## config.mk

```make
export PLATFORM = sky130hd
export DESIGN_NAME = isf_top
export DESIGN_NICKNAME = d
export VERILOG_FILES = /design/src/hdl/isf_pkg.sv /design/src/hdl/isf_sync.sv /design/src/hdl/isf_top.sv
export VERILOG_INCLUDE_DIRS = /design/src /design/src/hdl
export SDC_FILE = /design/constraint.sdc
export NUM_CORES = 1
export LEC_CHECK = 0
export BUFFER_PORTS_ARGS = -buffer_cell sky130_fd_sc_hd__buf_2
export CORE_ASPECT_RATIO = 1.5
export CORE_UTILIZATION = 40
export CTS_BUF_LIST = sky130_fd_sc_hd__clkbuf_8
export CTS_CLUSTER_DIAMETER = 40
export DETAILED_ROUTE_END_ITERATION = 6
export SLEW_MARGIN = 10
export SYNTH_ARGS = -nofsm -noshare
export SYNTH_HDL_FRONTEND = slang
export SYNTH_HIERARCHICAL = 1
export SYNTH_SLANG_ARGS = --single-unit
```

## constraint.sdc

```tcl
create_clock -name sys_clk -period 4.42 [get_ports sys_clk]
set_clock_uncertainty 0.1 [all_clocks]
set_input_delay 0.663 -clock sys_clk [delete_from_list [all_inputs] [get_ports sys_clk]]
set_output_delay 0.663 -clock sys_clk [all_outputs]
set_load 0.05 [all_outputs]
```

## src/hdl/isf_cfg.svh

```systemverilog
// constants for the input select and format stage
`ifndef ISF_CFG_SVH
`define ISF_CFG_SVH

// -----------------------------------------------------------------
// sizes
// -----------------------------------------------------------------
`define ISF_BUS_W 17
`define ISF_MANT_W 16
`define ISF_EXP_W 3
`define ISF_N_BUS 4
`define ISF_BUS_SEL_W 2
`define ISF_N_INST 5
`define ISF_LVL_INST 4
`define ISF_N_SYNC 5
`define ISF_SRC_W 3
`define ISF_DLY_W 3
`define ISF_DLY_TAPS 8

// -----------------------------------------------------------------
// source codes and bus bit positions
// -----------------------------------------------------------------
`define ISF_SRC_TEST 3'h4
`define ISF_RAW_SIGN 16
`define ISF_FIX_LO 1
`define ISF_F3_LO 4
`define ISF_F2_LO 3
`define ISF_EXP_LO 1
`define ISF_EXT_BIT 0

`endif

```

## src/hdl/isf_pkg.sv

```systemverilog
// types shared by the input select and format stage
`default_nettype none

`include "isf_cfg.svh"

package isf_pkg;

  // -----------------------------------------------------------------
  // sample formats
  // -----------------------------------------------------------------
  typedef enum logic [1:0] {
    ISF_FMT_FIXED = 2'b00,
    ISF_FMT_FLT3 = 2'b01,
    ISF_FMT_FLT2 = 2'b10,
    ISF_FMT_FLT3X = 2'b11
  } isf_fmt_t;

  typedef struct packed {
    logic [`ISF_SRC_W-1:0] src;
    logic interp;
    logic [`ISF_DLY_W-1:0] dly;
    logic offset_bin;
    isf_fmt_t fmt;
  } isf_cfg_t;

  typedef struct packed {
    logic valid;
    logic [`ISF_MANT_W-1:0] mant;
    logic [`ISF_EXP_W-1:0] expo;
  } isf_smp_t;

  // -----------------------------------------------------------------
  // state records
  // -----------------------------------------------------------------
  typedef struct packed {
    logic armed;
    logic en1;
    logic [`ISF_DLY_TAPS-2:0] dly;
    isf_smp_t in_s;
    isf_smp_t sel;
    isf_smp_t out;
  } isf_chan_st_t;

  typedef struct packed {
    isf_chan_st_t [`ISF_N_INST-1:0] ch;
  } isf_top_st_t;

  typedef struct packed {
    logic s1;
    logic s2;
    logic s3;
    logic lvl;
  } isf_sync_st_t;

endpackage

`default_nettype wire

```

## src/hdl/isf_sync.sv

```systemverilog
// three-stage pin synchroniser with rising-edge pulse
`default_nettype none

`include "isf_cfg.svh"

module isf_sync (
  // clock and reset
  input wire logic sys_clk,
  input wire logic rst,
  // pin and pulse
  input wire logic pin_in,
  output logic rise
);

  isf_pkg::isf_sync_st_t st_q;
  isf_pkg::isf_sync_st_t st_d;

  // -----------------------------------------------------------------
  // next state
  // -----------------------------------------------------------------
  always_comb begin
    st_d = st_q;
    st_d.s1 = pin_in;
    st_d.s2 = st_q.s1;
    st_d.s3 = st_q.s2;
    // level moves only once the last two stages agree
    if (st_q.s2 == st_q.s3) begin
      st_d.lvl = st_q.s3;
    end
  end

  always_ff @(posedge sys_clk) begin
    if (rst) begin
      st_q <= '0;
    end else begin
      st_q <= st_d;
    end
  end

  assign rise = st_q.s2 & st_q.s3 & ~st_q.lvl;

endmodule

`default_nettype wire

```

## src/hdl/isf_top.sv

```systemverilog
// input select and format stage: four channels plus level detector
`default_nettype none

`include "isf_cfg.svh"

module isf_top (
  // clock and reset
  input wire logic sys_clk,
  input wire logic rst,
  // converter sample buses
  input wire logic [`ISF_N_BUS-1:0][`ISF_BUS_W-1:0] bus_data,
  input wire logic [`ISF_N_BUS-1:0] bus_input_enable_n,
  // host test source
  input wire logic [`ISF_BUS_W-1:0] test_data,
  input wire logic test_strobe,
  // sync pins
  input wire logic global_sync_in,
  input wire logic [`ISF_N_BUS-1:0] channel_sync_in,
  // per stage configuration
  input wire isf_pkg::isf_cfg_t [`ISF_N_INST-1:0] inst_cfg,
  // formatted samples and status
  output var isf_pkg::isf_smp_t [`ISF_N_INST-1:0] sample_out,
  output logic [`ISF_N_INST-1:0] input_armed
);

  isf_pkg::isf_top_st_t st_q;
  isf_pkg::isf_top_st_t st_d;

  logic [`ISF_N_SYNC-1:0] sync_pins;
  logic [`ISF_N_SYNC-1:0] sync_rise;
  logic [`ISF_N_INST-1:0][`ISF_BUS_W-1:0] raw_sel;
  logic [`ISF_N_INST-1:0] en_now;
  logic [`ISF_N_INST-1:0] en_gated;
  logic [`ISF_N_INST-1:0] interp_eff;
  logic [`ISF_N_INST-1:0] tap;
  logic [`ISF_N_INST-1:0] arm_pulse;

  // -----------------------------------------------------------------
  // sample formatting
  // -----------------------------------------------------------------
  function automatic isf_pkg::isf_smp_t fmt_sample(input logic [`ISF_BUS_W-1:0] raw,
                                                   input isf_pkg::isf_cfg_t c);
    logic [`ISF_BUS_W-1:0] r;
    isf_pkg::isf_smp_t s;
    r = raw;
    r[`ISF_RAW_SIGN] = raw[`ISF_RAW_SIGN] ^ c.offset_bin;
    s.valid = 1'b1;
    case (c.fmt)
      isf_pkg::ISF_FMT_FLT3: begin
        s.mant = {r[`ISF_RAW_SIGN:`ISF_F3_LO], 3'h0};
        s.expo = r[`ISF_F3_LO-1:`ISF_EXP_LO];
      end
      isf_pkg::ISF_FMT_FLT2: begin
        s.mant = {r[`ISF_RAW_SIGN:`ISF_F2_LO], 2'h0};
        s.expo = {1'b0, r[`ISF_F2_LO-1:`ISF_EXP_LO]};
      end
      isf_pkg::ISF_FMT_FLT3X: begin
        s.mant = {r[`ISF_RAW_SIGN:`ISF_F2_LO], 2'h0};
        s.expo = {r[`ISF_EXT_BIT], r[`ISF_F2_LO-1:`ISF_EXP_LO]};
      end
      default: begin
        // msb weighs one, lsb one part in 2^15
        s.mant = r[`ISF_RAW_SIGN:`ISF_FIX_LO];
        s.expo = 3'h0;
      end
    endcase
    return s;
  endfunction

  // -----------------------------------------------------------------
  // sync pins
  // -----------------------------------------------------------------
  assign sync_pins = {channel_sync_in, global_sync_in};

  for (genvar j = 0; j < `ISF_N_SYNC; j++) begin : g_sync
    isf_sync u_sync (
      .sys_clk(sys_clk),
      .rst(rst),
      .pin_in(sync_pins[j]),
      .rise(sync_rise[j])
    );
  end

  // -----------------------------------------------------------------
  // per stage source pick and enables
  // -----------------------------------------------------------------
  for (genvar g = 0; g < `ISF_N_INST; g++) begin : g_inst
    logic use_test;
    logic [`ISF_BUS_SEL_W-1:0] bus_idx;
    logic [`ISF_DLY_TAPS-1:0] tap_vec;

    // each stage picks its own source
    assign use_test = inst_cfg[g].src >= `ISF_SRC_TEST;
    assign bus_idx = inst_cfg[g].src[`ISF_BUS_SEL_W-1:0];
    assign raw_sel[g] = use_test ? test_data : bus_data[bus_idx];
    assign en_now[g] = use_test ? test_strobe : ~bus_input_enable_n[bus_idx];
    assign en_gated[g] = en_now[g] & st_q.ch[g].armed;
    // gated until released
    assign interp_eff[g] = inst_cfg[g].interp & st_q.ch[g].armed;
    // delayed enable tap, zero is undelayed
    assign tap_vec = {st_q.ch[g].dly, st_q.ch[g].en1};
    assign tap[g] = tap_vec[inst_cfg[g].dly];
    if (g == `ISF_LVL_INST) begin : g_lvl
      assign arm_pulse[g] = sync_rise[0] | (|sync_rise[`ISF_N_SYNC-1:1]);
    end else begin : g_chan
      assign arm_pulse[g] = sync_rise[0] | sync_rise[g+1];
    end

    assign sample_out[g] = st_q.ch[g].out;
    assign input_armed[g] = st_q.ch[g].armed;

  end

  // -----------------------------------------------------------------
  // next state
  // -----------------------------------------------------------------
  always_comb begin
    isf_pkg::isf_chan_st_t c;
    isf_pkg::isf_chan_st_t n;
    c = '0;
    n = '0;
    st_d = st_q;
    for (int i = 0; i < `ISF_N_INST; i++) begin
      c = st_q.ch[i];
      n = c;
      // once released the inputs stay enabled
      n.armed = c.armed | arm_pulse[i];
      // enable follows the data
      n.en1 = en_gated[i];
      n.dly = {c.dly[`ISF_DLY_TAPS-3:0], c.en1};
      // word taken every clock so the delayed tap can pick any slot
      if (interp_eff[i] && !en_gated[i]) begin
        // zero stuffing
        n.in_s = '0;
        n.in_s.valid = 1'b1;
      end else begin
        n.in_s = fmt_sample(raw_sel[i], inst_cfg[i]);
        n.in_s.valid = en_gated[i] | interp_eff[i];
      end
      if (interp_eff[i]) begin
        n.sel = c.in_s;
        n.out = c.sel;
      end else begin
        if (tap[i]) begin
          n.sel = c.in_s;
        end
        if (c.en1) begin
          n.out = c.sel;
          n.out.valid = 1'b1;
        end else begin
          n.out.valid = 1'b0;
        end
      end
      st_d.ch[i] = n;
    end
  end

  always_ff @(posedge sys_clk) begin
    if (rst) begin
      st_q <= '0;
    end else begin
      st_q <= st_d;
    end
  end

endmodule

`default_nettype wire

```

==> reports/qor.csv <==
stage,metric,value,unit
clock_network,cts_max_path_buffers,3,
pwr,leakagePower,7.30,nW
place,hpwl,35.8,mm
timing,rsz0062_at_grt,no,
synth,synth_top_area_cell,dfxtp_1,
floorplan,dieArea,0.0424,mm2
worst_setup_path,path_max_fanout,6,
worst_setup_path,startpoint_type,flop,
detailed_routing,dr.first_iter.drc_count,976,
synth,synthCells,1703,
worst_setup_path,critPathSlowestCell,dfxtp_1,
timing,layout_setup_ws,2.04,ns
cells_and_area,final_common_cell,dfxtp_1,
worst_setup_path,path_cells,"buf_4, buf_2",
cells_and_area,fillers,3996,
timing,fmax,420,MHz
detailed_routing,wl,49.4,mm
timing,fin_tns_setup,0,ns
timing,final.period_utilization,53.9,%
grt,grt_pass1_wl,75.4,mm
grt,grt_pass1_vias,12955,
cells_and_area,final_cell_mix,"dfxtp_1, nand2_1, buf_2, a21oi_1, nand2b_1",
timing,tightest_slew,0.896,ns
timing,setup_viol,0,
detailed_routing,ant_nets,0,
clock_network,numCtsBuffers,55,
min_path,hold_path_class,input pin to flop,
place,dpl_worst_slack,1.41,ns
cells_and_area,area_growth,12.6,%
worst_setup_path,worstPathRequired,3.66,ns
clock_network,cts_tree,built,
synth,ys_seq_area_share,43.9,%
cells_and_area,layout-drive-gt1-share,24.2,%
synth,synth_area_per_cell,9.77,um2
clock_network,root_buffer,clkbuf_8,
synth,synth_edf_count,0,
worst_setup_path,crit_path_end_kind,output pin,
synth,synthTopCellsByArea,"dfxtp_1, mux4_2, nand2_1",
clock_network,cts_max_level,2,
timing,slew_headroom,40.1,%
pwr,powerDensity,387,mW/mm2
clock_network,cts.repair.resized,0,
grt,antenna_found_initial,17,
pwr,irDropWorstVdd,246,uV
detailed_routing,firstDrtPassIters,5,
timing,slew_violations,0,
grt,grt_usage,23.1,%
worst_setup_path,arrival,1.62,ns
synth,syn-num-nets,1855,
clock_network,post_cts_buffers,0,
timing,fin_crit,2.38,ns
place,place_area,0.0174,mm2
detailed_routing,wire_per_inst,20.5,um
floorplan,initial_core_util,40.5,%
synth,netlist_area,0.0166,mm2
synth,ys_ff_latch,365,
timing,finalHoldViolations,0,
floorplan,ios,252,
clock_network,hold_buffers,0,
floorplan,die_y,252,um
place,gp_congestion,0.891,
worst_setup_path,crit_type,flop to output pin,
synth,synth.distinct_cells,37,
pwr,power,0.00725,W
detailed_routing,drc,0,
floorplan,fp-row-count,91,
grt,grt_max_degree,131,
synth,yosys_warnings,6,
detailed_routing,num_vias,13018,
cells_and_area,multi_input_area,0.00799,mm2
clock_network,clk_latency,0.61,ns
floorplan,core_area,0.0411,mm2
grt,grt-ovfl-total,0,
floorplan,die_x,169,um
cells_and_area,utilization,45.6,%
job,maxCapViolCount,0,
worst_setup_path,slowest_delay,0.46,ns
place,port_buffers,251,
synth,synthFlopType,dfxtp_1,
cells_and_area,nNetsFinal,1945,
cells_and_area,seq_area,0.00731,mm2
detailed_routing,via_per_inst,5.40,
clock_network,path_clk_slew,0.06,ns
synth,synth_top_area_share,43.9,%
synth,async_reset_ff_share,0,%
cells_and_area,final_area,0.0187,mm2
clock_network,clock_sinks,365,
status,outcome,"finished, final reports clean",
## cell usage after synthesis, types with 3 or more instances
master / n
dfxtp_1: 365
nand2_1: 259
a21oi_1: 129
nand2b_1: 116
buf_4: 105
clkbuf_1: 102
nand4b_1: 100
o21ai_0: 97
mux2i_1: 87
mux4_2: 76
nor2_1: 73
nor2b_1: 58
mux4_1: 14
nor3_1: 13
buf_2: 11
inv_1: 9
a31oi_1: 8
and2_1: 7
nor4_1: 7
clkbuf_2: 5
ha_1: 5
nand3_1: 5
o2111ai_1: 5
o21bai_1: 5
xor2_1: 5
a2111oi_2: 4
buf_1: 4
buf_6: 4
mux2_2: 4
a2111oi_0: 3
nand3b_1: 3
nor3b_1: 3
o21ai_1: 3
o21ai_2: 3
## metal layers
layer	vias up	GRT usage, %	wire [um]
li1	6073	-	-
met1	6284	27.6	19200
met2	531	38.4	24300
met3	124	4.63	3340
met4	6	13.8	2430
met5	-	0	40
## power by group
| group | switching, W | leakage (nW) | total (W) | internal, W |
|---|---|---|---|---|
| sequential | 0.0000347 | 2.96 | 0.00340 | 0.00337 |
| combinational | 0.000389 | 3.62 | 0.000684 | 0.000294 |
| clock | 0.00135 | 0.712 | 0.00316 | 0.00182 |
## final timing paths
kind,to,slack (ns),depth (start not counted),startpoint
worst max-delay path,input_armed[4],2.04,2,input_armed[4]$_SDFF_PP0_
worst min-delay path,st_q[113]$_SDFF_PP0_,0.16,2,inst_cfg[10]
worst max register to register,st_q[111]$_SDFF_PP0_,2.04,3,input_armed[1]$_SDFF_PP0_
worst min register to register,g_sync[2].u_sync/st_d[1]$_SDFF_PP0_,0.33,1,g_sync[2].u_sync/st_d[2]$_SDFF_PP0_
## cell families after synthesis
family	Yosys count	synth area share (%)
simple gates	646	20.8
compound gates	261	8.58
flops	365	43.9
xor+xnor	5	0.263
buf+inv	240	8.09
mux	181	18.0
fa+ha+maj	5	0.376
## sequential cells by signal, summed over array words and instances (netlist names)
name and flops:
input_armed 5, sample_out 100, g_inst.tap_vec 40, st_q 200, g_sync.u_sync/st_d 10, g_sync.u_sync/st_q 10
## area by class of cell
cell class	instances	area share, %
multi-input cells	1098	42.7
flip-flops and latches	365	39.0
repair buffers	264	7.28
clock buffers	75	5.51
well taps	558	3.73
clock inverters	28	1.42
diodes	15	0.200
inverters	9	0.180
## metrics by stage
step / hold WS [ns] / instances
2_1_floorplan: 0.314 / 1703
3_3_place_gp: 0.321 / 2294
3_5_place_dp: 0.327 / 2294
4_1_cts: 0.104 / 2397
5_1_grt: 0.130 / 2411
6_report: 0.159 / 2412
## critical path, delay by kind of cell (launching register included)
family,cells,cell delay [ns]
DFF,1,0.46
buffers and inverters,2,0.55
Power figures use the tool's default switching activity.
